### config.mk
export PLATFORM = sky130hd
export DESIGN_NAME = lpm_dev_flat
export DESIGN_NICKNAME = d
export VERILOG_FILES = /design/src/shared/lpm_pkg.sv /design/src/shared/lpm_if.sv /design/src/lpm_dev.sv /design/src/flat_wrapper.sv
export SDC_FILE = /design/constraint.sdc
export NUM_CORES = 1
export LEC_CHECK = 0
export BUFFER_PORTS_ARGS = -buffer_cell sky130_fd_sc_hd__buf_2
export CAP_MARGIN = 30
export CORE_MARGIN = 3
export CORE_UTILIZATION = 35
export DETAILED_ROUTE_END_ITERATION = 8
export GPL_TIMING_DRIVEN = 0
export PLACE_DENSITY = 0.67
export SLEW_MARGIN = 20
export SYNTH_ARGS = -nofsm -noshare
export SYNTH_HDL_FRONTEND = slang
export SYNTH_SLANG_ARGS = --single-unit
### constraint.sdc
create_clock -name sys_clk_i -period 2.55 [get_ports sys_clk_i]
set_input_delay 0 -clock sys_clk_i [delete_from_list [all_inputs] [get_ports sys_clk_i]]
set_output_delay 0 -clock sys_clk_i [all_outputs]
set_load 0.005 [all_outputs]
### src/shared/lpm_pkg.sv
// ============================================================
// low-power mode control constants
package lpm_pkg;

  // ==========================================================
  // register map, byte addresses on the apb side
  localparam int          ADDR_W        = 12;
  localparam logic [11:0] ADDR_LPC      = 12'h000; // low_power_control
  localparam logic [11:0] ADDR_WAKE     = 12'h004; // wake_control
  localparam logic [11:0] ADDR_STATUS   = 12'h008; // current power state, read only

  // ==========================================================
  // low_power_control fields
  localparam int          MODE_HI       = 7;       // low_power_mode_select msb
  localparam int          MODE_LO       = 6;       // low_power_mode_select lsb
  localparam int          STPSEL_HI     = 4;       // stop_clock_select msb
  localparam int          STPSEL_LO     = 3;       // stop_clock_select lsb
  localparam int          VOLTAGE_DETECT_STANDBY_SELECT_BIT     = 1;       // voltage_detect_standby_select
  localparam logic [7:0]  LPC_WMASK     = 8'hDA;   // writable bits, reserved bits read zero
  localparam logic [7:0]  LPC_RST       = 8'h00;   // value after reset

  // ==========================================================
  // wake_control fields
  localparam int          STOP_EN_BIT   = 7;       // stop_entry_enable
  localparam int          THR_HI        = 6;       // wake_priority_threshold msb
  localparam int          THR_LO        = 4;       // wake_priority_threshold lsb
  localparam logic [7:0]  WAKE_WMASK    = 8'hF0;   // writable bits
  localparam logic [7:0]  WAKE_RST      = 8'h00;   // value after reset
  localparam logic [2:0]  THR_TOP       = 3'h6;    // 11x both mean level seven only

  // ==========================================================
  // mode select encodings
  localparam logic [1:0]  MODE_RUN      = 2'h0;
  localparam logic [1:0]  MODE_DOZE     = 2'h1;
  localparam logic [1:0]  MODE_WAIT     = 2'h2;
  localparam logic [1:0]  MODE_STOP     = 2'h3;

  // ==========================================================
  // stop clock select encodings
  localparam logic [1:0]  STP_KEEP_ALL  = 2'h0;    // clock output, pll, osc run
  localparam logic [1:0]  STP_NO_CLOCK_OUTPUT_PIN = 2'h1;    // clock output stopped
  localparam logic [1:0]  STP_NO_PLL    = 2'h2;    // pll stopped too
  localparam logic [1:0]  STP_NO_OSC    = 2'h3;    // osc stopped, manager low power

  // ==========================================================
  // power state of the sequencer
  typedef enum logic [2:0] {
    LPM_ST_RUN  = 3'h0,                            // normal operation
    LPM_ST_HALT = 3'h1,                            // halted, every clock running
    LPM_ST_WAIT = 3'h2,                            // cpu and memory clocks off
    LPM_ST_DOZE = 3'h3,                            // as wait, peripherals doze
    LPM_ST_STOP = 3'h4                             // every system clock off
  } lpm_state_t;

endpackage : lpm_pkg

### src/shared/lpm_if.sv
`timescale 1ns/1ps
`default_nettype none
// ============================================================
// link between core/interrupt controller and the power sequencer
interface lpm_if;
  logic       halt;        // core: halt instruction executed, level until woken
  logic       bus_idle;    // core: no bus cycle active
  logic [2:0] core_ipl;    // core: status register priority mask
  logic [2:0] irq_level;   // intc: highest unmasked enabled request, 0 none
  logic       wake;        // sequencer: one-cycle exit request
  logic       cpu_clk_en;  // sequencer: cpu clock enable level

  // ==========================================================
  // sequencer end
  modport dev (
    input  halt,
    input  bus_idle,
    input  core_ipl,
    input  irq_level,
    output wake,
    output cpu_clk_en
  );

  // ==========================================================
  // core and interrupt controller end
  modport core (
    output halt,
    output bus_idle,
    output core_ipl,
    output irq_level,
    input  wake,
    input  cpu_clk_en
  );
endinterface : lpm_if
`default_nettype wire

### src/lpm_dev.sv
// Decided for this implementation: the APB slave port and the address map.
`timescale 1ns/1ps
`default_nettype none
// Summary of operation
// - mode field picks stop, wait, doze, run
// - software sets mode before the halt
// - mode field accessible regardless of privilege
// - stop select gates clock_output_pin, pll, oscillator
// - system clock held low in stop
// - standby bit picks pseudo or full standby
// - standby bit ignored without detector enable
// - software writes reserved bits as zero
// - mode zero halts, clocks keep running
// - entry idles core, gates selected clocks
// - stop needs stop entry enable set
// - exit only on reset or interrupt
// - wake level must exceed threshold
// - wake level must exceed core mask
// - wake source unmasked and module enabled
// - wait stops only cpu, memory clocks
// - doze as wait, peripherals own doze
// - stop halts all system clocks, peripherals freeze
// - disabled peripheral stays disabled throughout
// - core and sram off when low power
// - flash low power when not accessed
// - stop disables sdram controller and refresh
// - threshold encodes minimum waking level
// ============================================================
// power sequencer with apb register slave
module lpm_dev #(
  parameter int NPER = 8                           // gated peripherals
) (
  input  wire logic                      sys_clk_i,
  input  wire logic                      rst_b_i,
  // apb slave
  input  wire logic [lpm_pkg::ADDR_W-1:0] paddr_i,
  input  wire logic                      psel_i,
  input  wire logic                      penable_i,
  input  wire logic                      pwrite_i,
  input  wire logic [31:0]               pwdata_i,
  output logic [31:0]                    prdata_o,
  output logic                           pready_o,
  output logic                           pslverr_o,
  // link
  lpm_if.dev                             lnk,
  // user side
  input  wire logic                      power_down_req_i,   // regulator power-down request
  input  wire logic                      reset_ctrl_voltage_detect_enable_i,
  input  wire logic [NPER-1:0]           periph_sw_disable_i, // software shut-down
  input  wire logic                      flash_access_i,     // flash being accessed
  output logic                           mem_clk_en_o,       // sram clock enable
  output logic                           sys_clk_en_o,       // system clock gate
  output logic                           doze_o,             // peripherals doze
  output logic                           clock_output_pin_en_o,
  output logic                           pll_en_o,
  output logic                           osc_en_o,
  output logic                           power_manager_low_o,
  output logic                           sdram_controller_en_o,
  output logic [NPER-1:0]                periph_clk_en_o,
  output logic                           flash_low_power_o,
  output logic                           regulator_pseudo_standby_o,
  output logic                           regulator_full_standby_o,
  output logic                           low_voltage_detector_en_o,
  output logic [2:0]                     power_state_o
);

  // ==========================================================
  // apb decode
  logic        acc_wr;      // write access phase
  logic        setup_rd;    // read setup phase
  logic        mapped;      // address hits a register
  logic [7:0]  rd_val;      // read mux

  assign mapped   = (paddr_i == lpm_pkg::ADDR_LPC) ||
                    (paddr_i == lpm_pkg::ADDR_WAKE) ||
                    (paddr_i == lpm_pkg::ADDR_STATUS);
  assign acc_wr   = psel_i && penable_i && pwrite_i && mapped;
  assign setup_rd = psel_i && !penable_i && !pwrite_i;
  assign pready_o = 1'b1;                          // zero wait states
  assign pslverr_o = psel_i && penable_i && !mapped;

  // ==========================================================
  // registers
  logic [7:0]  lpc;          // low_power_control
  logic [7:0]  wake_ctl;     // wake_control
  logic [31:0] rdata;        // registered read data
  logic [7:0]  next_lpc;
  logic [7:0]  next_wake_ctl;
  logic [31:0] next_rdata;
  lpm_pkg::lpm_state_t state;

  // read mux, reserved bits read zero
  always_comb begin
    case (paddr_i)
      lpm_pkg::ADDR_LPC:    rd_val = lpc;       // no privilege
      lpm_pkg::ADDR_WAKE:   rd_val = wake_ctl;
      lpm_pkg::ADDR_STATUS: rd_val = {5'h00, state};
      default:              rd_val = 8'h00;     // unmapped reads zero
    endcase
  end

  // register next values; never cleared by wakeup
  always_comb begin
    next_lpc      = lpc;
    next_wake_ctl = wake_ctl;
    next_rdata    = rdata;
    if (acc_wr && paddr_i == lpm_pkg::ADDR_LPC) begin
      next_lpc = pwdata_i[7:0] & lpm_pkg::LPC_WMASK;
    end
    if (acc_wr && paddr_i == lpm_pkg::ADDR_WAKE) begin
      next_wake_ctl = pwdata_i[7:0] & lpm_pkg::WAKE_WMASK;
    end
    if (setup_rd) begin                         // data ready for access phase
      next_rdata = {24'h000000, rd_val};
    end
  end

  // register storage
  always_ff @(posedge sys_clk_i or negedge rst_b_i) begin
    if (!rst_b_i) begin
      lpc      <= lpm_pkg::LPC_RST;
      wake_ctl <= lpm_pkg::WAKE_RST;
      rdata    <= 32'h00000000;
    end else begin
      lpc      <= next_lpc;
      wake_ctl <= next_wake_ctl;
      rdata    <= next_rdata;
    end
  end

  assign prdata_o = rdata;

  // ==========================================================
  // wake qualification
  logic [2:0] thr;          // effective threshold
  logic       wake_ok;      // qualifying request present

  always_comb begin
    thr = wake_ctl[lpm_pkg::THR_HI:lpm_pkg::THR_LO];
    if (thr > lpm_pkg::THR_TOP) begin           // 11x: level seven only
      thr = lpm_pkg::THR_TOP;
    end
    wake_ok = (lnk.irq_level > thr) &&
              (lnk.irq_level > lnk.core_ipl);
  end

  // ==========================================================
  // sequencer
  lpm_pkg::lpm_state_t next_state;
  logic       served;       // halt already acted on
  logic       wake_p;       // wake pulse
  logic [1:0] stp;          // stop select latched at entry
  logic       next_served;
  logic       next_wake_p;
  logic [1:0] next_stp;
  logic       entering;

  // entry on halt, exit on qualified interrupt
  always_comb begin
    next_state  = state;
    next_wake_p = 1'b0;
    next_stp    = stp;
    entering    = 1'b0;
    case (state)
      lpm_pkg::LPM_ST_RUN: begin
        if (lnk.halt && lnk.bus_idle && !served) begin
          entering = 1'b1;
          next_stp = lpc[lpm_pkg::STPSEL_HI:lpm_pkg::STPSEL_LO];
          case (lpc[lpm_pkg::MODE_HI:lpm_pkg::MODE_LO])
            lpm_pkg::MODE_STOP: begin
              if (wake_ctl[lpm_pkg::STOP_EN_BIT]) begin
                next_state = lpm_pkg::LPM_ST_STOP;
              end else begin
                next_state = lpm_pkg::LPM_ST_HALT;
              end
            end
            lpm_pkg::MODE_WAIT: next_state = lpm_pkg::LPM_ST_WAIT;
            lpm_pkg::MODE_DOZE: next_state = lpm_pkg::LPM_ST_DOZE;
            default:            next_state = lpm_pkg::LPM_ST_HALT;
          endcase
        end
      end
      lpm_pkg::LPM_ST_HALT,
      lpm_pkg::LPM_ST_WAIT,
      lpm_pkg::LPM_ST_DOZE,
      lpm_pkg::LPM_ST_STOP: begin
        if (wake_ok) begin                      // only irq; reset is async
          next_state  = lpm_pkg::LPM_ST_RUN;
          next_wake_p = 1'b1;
        end
      end
      default: next_state = lpm_pkg::LPM_ST_RUN;
    endcase
    next_served = lnk.halt && (served || entering);  // rearm once halt drops
  end

  // sequencer state
  always_ff @(posedge sys_clk_i or negedge rst_b_i) begin
    if (!rst_b_i) begin
      state  <= lpm_pkg::LPM_ST_RUN;
      served <= 1'b0;
      wake_p <= 1'b0;
      stp    <= lpm_pkg::STP_KEEP_ALL;
    end else begin
      state  <= next_state;
      served <= next_served;
      wake_p <= next_wake_p;
      stp    <= next_stp;
    end
  end

  // ==========================================================
  // clock gating and standby outputs
  logic            lp;                  // wait, doze or stop
  logic            stop;                // stop mode
  logic            g_cpu;
  logic            g_mem;
  logic            g_sys;
  logic            g_doze;
  logic            g_clock_output_pin;
  logic            g_pll;
  logic            g_osc;
  logic            g_pmlow;
  logic            g_sdram;
  logic [NPER-1:0] g_per;
  logic            g_flash;
  logic            g_pseudo;
  logic            g_full;
  logic            g_lvd;
  logic            sel_ok;             // standby bit effective

  // next gate values follow the next state so gates move with it
  always_comb begin
    stop     = (next_state == lpm_pkg::LPM_ST_STOP);
    lp       = stop || (next_state == lpm_pkg::LPM_ST_WAIT) ||
               (next_state == lpm_pkg::LPM_ST_DOZE);
    g_cpu    = !lp;
    g_mem    = !lp;
    g_sys    = !stop;                                // gate holds clock low
    g_doze   = (next_state == lpm_pkg::LPM_ST_DOZE);
    g_clock_output_pin = !(stop && next_stp != lpm_pkg::STP_KEEP_ALL);
    g_pll    = !(stop && (next_stp == lpm_pkg::STP_NO_PLL ||
                          next_stp == lpm_pkg::STP_NO_OSC));
    g_osc    = !(stop && next_stp == lpm_pkg::STP_NO_OSC);
    g_pmlow  = stop && next_stp == lpm_pkg::STP_NO_OSC;
    g_sdram  = !stop;                                // refresh stops too
    g_per    = ~periph_sw_disable_i & {NPER{!stop}};
    g_flash  = !flash_access_i;
    sel_ok   = reset_ctrl_voltage_detect_enable_i;
    g_pseudo = power_down_req_i && sel_ok && lpc[lpm_pkg::VOLTAGE_DETECT_STANDBY_SELECT_BIT];
    g_full   = power_down_req_i && !(sel_ok && lpc[lpm_pkg::VOLTAGE_DETECT_STANDBY_SELECT_BIT]);
    g_lvd    = sel_ok && (!power_down_req_i || lpc[lpm_pkg::VOLTAGE_DETECT_STANDBY_SELECT_BIT]);
  end

  // gate registers
  always_ff @(posedge sys_clk_i or negedge rst_b_i) begin
    if (!rst_b_i) begin
      lnk.cpu_clk_en             <= 1'b1;
      mem_clk_en_o               <= 1'b1;
      sys_clk_en_o               <= 1'b1;
      doze_o                     <= 1'b0;
      clock_output_pin_en_o      <= 1'b1;
      pll_en_o                   <= 1'b1;
      osc_en_o                   <= 1'b1;
      power_manager_low_o        <= 1'b0;
      sdram_controller_en_o      <= 1'b1;
      periph_clk_en_o            <= '0;
      flash_low_power_o          <= 1'b1;
      regulator_pseudo_standby_o <= 1'b0;
      regulator_full_standby_o   <= 1'b0;
      low_voltage_detector_en_o  <= 1'b0;
    end else begin
      lnk.cpu_clk_en             <= g_cpu;
      mem_clk_en_o               <= g_mem;
      sys_clk_en_o               <= g_sys;
      doze_o                     <= g_doze;
      clock_output_pin_en_o      <= g_clock_output_pin;
      pll_en_o                   <= g_pll;
      osc_en_o                   <= g_osc;
      power_manager_low_o        <= g_pmlow;
      sdram_controller_en_o      <= g_sdram;
      periph_clk_en_o            <= g_per;
      flash_low_power_o          <= g_flash;
      regulator_pseudo_standby_o <= g_pseudo;
      regulator_full_standby_o   <= g_full;
      low_voltage_detector_en_o  <= g_lvd;
    end
  end

  assign lnk.wake      = wake_p;
  assign power_state_o = state;

endmodule : lpm_dev
`default_nettype wire

### src/flat_wrapper.sv
// flat-port wrapper written by rule: the top's interface ports become plain ports
module lpm_dev_flat 
#(
  parameter int NPER = 8                                               
)
  (sys_clk_i, rst_b_i, paddr_i, psel_i, penable_i, pwrite_i, pwdata_i, prdata_o, pready_o, pslverr_o, power_down_req_i, reset_ctrl_voltage_detect_enable_i, periph_sw_disable_i, flash_access_i, mem_clk_en_o, sys_clk_en_o, doze_o, clock_output_pin_en_o, pll_en_o, osc_en_o, power_manager_low_o, sdram_controller_en_o, periph_clk_en_o, flash_low_power_o, regulator_pseudo_standby_o, regulator_full_standby_o, low_voltage_detector_en_o, power_state_o, lnk_halt, lnk_bus_idle, lnk_core_ipl, lnk_irq_level, lnk_wake, lnk_cpu_clk_en);
  lpm_if lnk_i ();
  input  wire logic sys_clk_i;
  input  wire logic rst_b_i;
  input  wire logic [lpm_pkg::ADDR_W-1:0] paddr_i;
  input  wire logic psel_i;
  input  wire logic penable_i;
  input  wire logic pwrite_i;
  input  wire logic [31:0] pwdata_i;
  output logic [31:0] prdata_o;
  output logic pready_o;
  output logic pslverr_o;
  input  wire logic power_down_req_i;
  input  wire logic reset_ctrl_voltage_detect_enable_i;
  input  wire logic [NPER-1:0] periph_sw_disable_i;
  input  wire logic flash_access_i;
  output logic mem_clk_en_o;
  output logic sys_clk_en_o;
  output logic doze_o;
  output logic clock_output_pin_en_o;
  output logic pll_en_o;
  output logic osc_en_o;
  output logic power_manager_low_o;
  output logic sdram_controller_en_o;
  output logic [NPER-1:0] periph_clk_en_o;
  output logic flash_low_power_o;
  output logic regulator_pseudo_standby_o;
  output logic regulator_full_standby_o;
  output logic low_voltage_detector_en_o;
  output logic [2:0] power_state_o;
  input wire logic [$bits(lnk_i.halt)-1:0] lnk_halt;
  input wire logic [$bits(lnk_i.bus_idle)-1:0] lnk_bus_idle;
  input wire logic [$bits(lnk_i.core_ipl)-1:0] lnk_core_ipl;
  input wire logic [$bits(lnk_i.irq_level)-1:0] lnk_irq_level;
  output wire logic [$bits(lnk_i.wake)-1:0] lnk_wake;
  output wire logic [$bits(lnk_i.cpu_clk_en)-1:0] lnk_cpu_clk_en;
  assign lnk_i.halt = lnk_halt;
  assign lnk_i.bus_idle = lnk_bus_idle;
  assign lnk_i.core_ipl = lnk_core_ipl;
  assign lnk_i.irq_level = lnk_irq_level;
  assign lnk_wake = lnk_i.wake;
  assign lnk_cpu_clk_en = lnk_i.cpu_clk_en;
  lpm_dev #(.NPER(NPER)) u_core (.sys_clk_i(sys_clk_i), .rst_b_i(rst_b_i), .paddr_i(paddr_i), .psel_i(psel_i), .penable_i(penable_i), .pwrite_i(pwrite_i), .pwdata_i(pwdata_i), .prdata_o(prdata_o), .pready_o(pready_o), .pslverr_o(pslverr_o), .lnk(lnk_i), .power_down_req_i(power_down_req_i), .reset_ctrl_voltage_detect_enable_i(reset_ctrl_voltage_detect_enable_i), .periph_sw_disable_i(periph_sw_disable_i), .flash_access_i(flash_access_i), .mem_clk_en_o(mem_clk_en_o), .sys_clk_en_o(sys_clk_en_o), .doze_o(doze_o), .clock_output_pin_en_o(clock_output_pin_en_o), .pll_en_o(pll_en_o), .osc_en_o(osc_en_o), .power_manager_low_o(power_manager_low_o), .sdram_controller_en_o(sdram_controller_en_o), .periph_clk_en_o(periph_clk_en_o), .flash_low_power_o(flash_low_power_o), .regulator_pseudo_standby_o(regulator_pseudo_standby_o), .regulator_full_standby_o(regulator_full_standby_o), .low_voltage_detector_en_o(low_voltage_detector_en_o), .power_state_o(power_state_o));
endmodule
---- Word-level counts from Yosys, hierarchy flattened ----
Index checks and enable logic that the tools add are counted.
cells by class
  bitwise gates (word level) .............. 2
  muxes and demuxes ....................... 13
  order comparisons ....................... 3
  reductions and logical operators ........ 43
  equality and inequality tests ........... 14
operators with widths
  kind                   number
  $pmux W8 S3            1
  $logic_and A1 B1 Y1    20
  $eq A12 B3 Y1 const B  1
  $eq A12 B4 Y1 const B  1
  $eq A3 B2 Y1 const B   4
  $logic_not A1 Y1       12
  $logic_not A12 Y1      1
  $mux W3                4
  $pmux W3 S3            1
  $and A8 B8 Y8          1
  $eq A2 B2 Y1 const B   4
  $not A8 Y8             1
  $logic_or A1 B1 Y1     7
  $eq A3 B3 Y1 const B   2
  $gt A3 B3 Y1           2
  $pmux W3 S2            1
  $mux W1                4
  $mux W2                2
  $reduce_or A4 Y1       1
  $eq A3 B1 Y1 const B   1
  $gt A3 B3 Y1 const B   1
  $logic_not A3 Y1       1
  $eq A2 B1 Y1 const B   1
  $reduce_bool A2 Y1     1
storage, ports and cells
  bits of input ports ..................... 68
  word-level logic and storage cells ...... 94
  register bits ........................... 43
  output and inout bits ................... 59

---- Depth between registers and ports, before layout ----
  depth after elaboration ................. 10
  gate-level depth with buffers ........... 8
  gate-level depth less buffers ........... 8

---- Worst setup path before layout ----
OpenSTA, ideal clock, no wires.
  path kind ............................... register to register
  start ................................... register u_core.wake_ctl[5]
  end ..................................... register u_core.periph_clk_en_o[0]
  data required time ...................... 2.430 ns
  path buffers ............................ 1
  period minus slack after synthesis ...... 1.692 ns
  path slack .............................. 0.858 ns
  library setup time ...................... 0.120 ns
  arrival time ............................ 1.572 ns
  cell stages (with the launch flop) ...... 9
  cell sequence ........................... dfrtp_1 -> inv_1 -> ha_1 -> nor2b_1 -> o21ai_0 -> a31oi_1 -> a21oi_1 -> buf_2 -> nor2_1
between the ends
  longest elaborated chain between the ends .. 9
RTL lines
  what                       RTL line        RTL
  from (decl)                lpm_dev.sv:85   logic [7:0] wake_ctl;
  from (signal assigned)     lpm_dev.sv:122  wake_ctl <= lpm_pkg::WAKE_RST;
  from (signal assigned)     lpm_dev.sv:126  wake_ctl <= next_wake_ctl;
  $gt A3 B3 Y1               lpm_dev.sv:140  if (thr > lpm_pkg::THR_TOP) begin
  $mux W3 (*)                lpm_dev.sv:140
  $gt A3 B3 Y1 (*)           lpm_dev.sv:143  wake_ok = (lnk.irq_level > thr) &&
  $logic_and A1 B1 Y1 (*)    lpm_dev.sv:143
  $mux W3 (*)                lpm_dev.sv:187  if (wake_ok) begin
  $pmux W3 S2 (*)            lpm_dev.sv:164  case (state)
  $eq A3 B3 Y1 (*)           lpm_dev.sv:234  stop = (next_state == lpm_pkg::LPM_ST_STOP);
  $logic_not A1 Y1 (*)       lpm_dev.sv:247  g_per = ~periph_sw_disable_i & {NPER{!stop}};
  $and A8 B8 Y8 (*)          lpm_dev.sv:247
  named net u_core.g_per[0]  lpm_dev.sv:225  logic [NPER-1:0] g_per;
  to (signal assigned)       lpm_dev.sv:282  periph_clk_en_o <= g_per;
  to (decl)                  lpm_dev.sv:59   output logic [NPER-1:0] periph_clk_en_o,
The timed path passes the listed nets; every way through them passes the cells marked *.
A chain may end at the register's enable or synchronous reset.

---- Worst setup path in the final report ----
  start ................................... register u_core.lpc[7]
  end ..................................... register u_core.periph_clk_en_o[4]
between the ends
  longest elaborated chain between the ends .. 7
  elaborated cells between the ends (all ways) .. 9
  classes of those cells .................. eq/ne: 4; mux: 3; bitwise: 1; reduce/logical: 1
RTL lines
  what                                                 RTL line        RTL
  from (decl)                                          lpm_dev.sv:84   logic [7:0] lpc;
  from (signal assigned)                               lpm_dev.sv:121  lpc <= lpm_pkg::LPC_RST;
  from (signal assigned)                               lpm_dev.sv:125  lpc <= next_lpc;
  $eq A2 B1 Y1 / $eq A2 B2 Y1 (equally long branches)  lpm_dev.sv:169  case (lpc[lpm_pkg::MODE_HI:lpm_pkg::MODE_LO])
  $pmux W3 S3 (*)                                      lpm_dev.sv:169
  $mux W3 (*)                                          lpm_dev.sv:166  if (lnk.halt && lnk.bus_idle && !served) begin
  $pmux W3 S2 (*)                                      lpm_dev.sv:164
  $eq A3 B3 Y1 (*)                                     lpm_dev.sv:234
  $logic_not A1 Y1 (*)                                 lpm_dev.sv:247
  $and A8 B8 Y8 (*)                                    lpm_dev.sv:247
  named net u_core.g_per[4]                            lpm_dev.sv:225
Marked as above.

==> summary.txt <==
Routing
  – Starting DRT DRC Count: 77
  – Via Count: 1,764
  – DRC errors left: 0
  – WL per Instance: 11.89 µm
  – Total Wirelength: 4780 µm
  – Antenna viol nets, final: 0
  – DR pass1 iterations: 4
  – Vias per cell: 4.388

Finish
  – Register area: 1084 µm²
  – Multi-input gate area: 898.4 µm²
  – Nets: 402
  – Share of layout cells above drive strength 1: 39.76%
  – Fin cells: 402
  – ANT cells: 0
  – P&R area growth vs syn: 39.67%
  – Fillers: 584

Timing
  – # setup viols final: 0
  – Period utilization: 80.18%
  – Min Tclk post-route: 2045 ps
  – Final Max Slew Viols: 0
  – Slew @ Worst Pin: 537.7 ps
  – Fmax: 489.1 MHz
  – Worst Slack Setup Final: 505.3 ps
  – Setup TNS: 0 ps
  – Max-slew headroom: 63.94%
  – Final hold violation count: 0
  – Layout Skew: 9.417 ps
  – Unrepaired setup endpoints after global routing: no

GRT
  – Met3 Use GR: 3.435%
  – Met2 global-route usage: 25.98%
  – Overflow left after global routing: 0
  – Vias in the first global route: 1,768
  – Busiest grt layer: met2
  – GRT Total Usage: 13.60%
  – Largest net degree at the start of global routing: 44
  – First-pass GRT wire length: 7914 µm
  – GR Layer Usage met1: 14.75%
  – Initial antenna violation count: 0

Critical path
  – CP required: 2720 ps
  – Crit Path Class: reg2reg
  – Arrival time worst endpoint: 2220 ps
  – CP Launch Type: register
  – Slowest CP cell: dfrtp_1
  – CP delay by family, top: flip-flops
  – WP buf/inv: 2
  – Worst Path Max Fanout: 10
  – Worst path max stage delay: 420 ps
  – Worst Setup End Kind: register
  – Worst path cell trace: inv_1, ha_1, nor4_1, o21ai_0, a21oi_1, buf_2, nor2_1

Power
  – Logic pwr share: 16.0%
  – Sw power: 0.0003467 W
  – Clock power share: 31.1%
  – Pint: 0.001012 W
  – Sequential share of power: 52.9%
  – Power density cells: 448.8 nW/µm²
  – Sw frac: 25.53%
  – Leak: 1.593 nW
  – Max IR drop VDD: 0.0001962 V

Clocking
  – Root Buffer: clkbuf_8
  – Clock tree sinks: 43
  – Setup Buffers After CTS: 0
  – Resized cells post-CTS: 0
  – Hold buffers post-CTS: 20
  – Worst skew pair latency: 290 ps
  – Deepest clock path buffer count: 2
  – TritonCTS clock tree: yes
  – Htree depth: 2
  – Inserted Clock Buffers: 5
  – Clock transition at the registers of the reported paths: 90 ps

Synth
  – EDFF count, synth: 0
  – Yosys top cell area share: 42.73%
  – Ys flop type: dfrtp_1
  – Count leader, synth: dfrtp_1
  – Top cells by count, synth: dfrtp_1 (37), buf_4 (27), nor2_1 (17)
  – Synthesized area per cell: 10.78 µm²
  – Post-Syn Area: 2167 µm²
  – Cell count after synthesis: 201
  – Ys Warns: 0
  – Sequential share of the synthesized area: 50.00%
  – Unique cell type count in the Yosys netlist: 43
  – FFs w/ async S/R, synth: 100.0%
  – Seq cells post-synth: 43
  – Dominant cells by area after synthesis: dfrtp_1 (43%), buf_4 (9.4%), dfstp_2 (7.3%), ha_1 (4.6%), o21ai_0 (3.0%)
  – Leading area contributor after synthesis: dfrtp_1

Floorplanning
  – Initial Utilization: 36.39%
  – Cell row count: 28
  – Chip Height: 84.69 µm
  – DIE AREA: 7172 µm²
  – Core area: 5956 µm²
  – Die width: 84.69 µm
  – Io pins: 127

Place
  – Pre-CTS setup slack: 544.7 ps
  – GP Congestion: 0.7599
  – Post-DP HPWL: 3692 µm
  – Post-Place Cells: 373
  – IO Port Bufs: 74

Job
  – Max cap viols: 0

Hold path
  – Worst min path class: in2reg

Run status
  – Status: complete, no violations
## worst min-delay path, stage by stage
cell	delay [ps]
buf_2	140
nand3_1	80
o21ai_0	60
## layout by cell type, fill, tap and decap left out, types with 8 or more instances in the layout
cell type / n
dlygate4sd3_1: 20
o21ai_0: 13
dfrtp_1: 37
inv_1: 15
conb_1: 25
nor2_1: 17
buf_4: 27
nand2_1: 14
ha_1: 8
buf_2: 75
## flip-flops by register name, indices dropped and copies added, names as in the netlist, 2 cells and up
signal                  cells
u_core.periph_clk_en_o      8
u_core.prdata_o             8
u_core.lpc                  5
u_core.wake_ctl             4
u_core.power_state_o        3
u_core.stp                  2
## power groups by stage
| stage | Combinational (W) | Sequential [W] | Clock [W] |
|---|---|---|---|
| after floorplan | 0.000105 | 0.000730 | 0 |
| after global placement | 0.000187 | 0.000730 | 0 |
| after detailed placement | 0.000192 | 0.000731 | 0 |
| after CTS | 0.000216 | 0.000718 | 0.000439 |
| after global routing | 0.000245 | 0.000722 | 0.000460 |
| final | 0.000218 | 0.000718 | 0.000422 |
## stage by stage
stage,area [µm²],total power [W],hold slack (ps),util [%]
finish,3027,0.001358,30.01,50.82
global route,3027,0.001427,35.80,50.82
CTS,3007,0.001373,19.87,50.48
detailed placement,2718,0.0009229,118.0,45.63
global placement,2718,0.0009167,110.0,45.63
floorplan,2253,0.0008350,-295.6,-
## cell type report
| cell class | instances | share of cell area [%] |
|---|---|---|
| Multi-Input combinational cell | 136 | 29.68 |
| Sequential cell | 43 | 35.80 |
| Clock inverter | 3 | 0.6614 |
| Timing Repair Buffer | 95 | 19.51 |
| Clock buffer | 5 | 2.274 |
| Buffer | 30 | 7.110 |
| Tap cell | 75 | 3.100 |
| Inverter | 15 | 1.860 |
## worst paths after layout
check                              startpoint                         to  slack (ps)  cells after the start
min reg2reg                u_core.prdata_o[2]         u_core.prdata_o[2]         480                      2
min in group asynchronous             rst_b_i         u_core.wake_ctl[6]         130                      2
max in group asynchronous             rst_b_i            u_core.osc_en_o        1880                      3
max                             u_core.lpc[7]  u_core.periph_clk_en_o[4]         510                      7
max reg2reg                     u_core.lpc[7]  u_core.periph_clk_en_o[4]         510                      7
min                                paddr_i[3]         u_core.prdata_o[0]          30                      3
## kinds of logic (layout without fill, tap and decap cells)
family	Yosys count	after routing	synth area share, %
buffers and inverters	45	148	12.53
AOI/OAI and AO/OA	32	32	9.585
xor gates and xnor gates	1	1	0.4042
DFF	43	43	50.00
and+or+nand+nor	58	58	15.94
muxes	12	12	6.582
other	2	25	0.3465
adders and majority gates	8	8	4.619
## routing by layer
metal,part of all wire [%],routed length (µm)
met1,39,1864
met2,55,2620
met3,5.4,256
met4,0.82,39
met5,0,0
No activity file was read; power rests on OpenSTA's default activity.
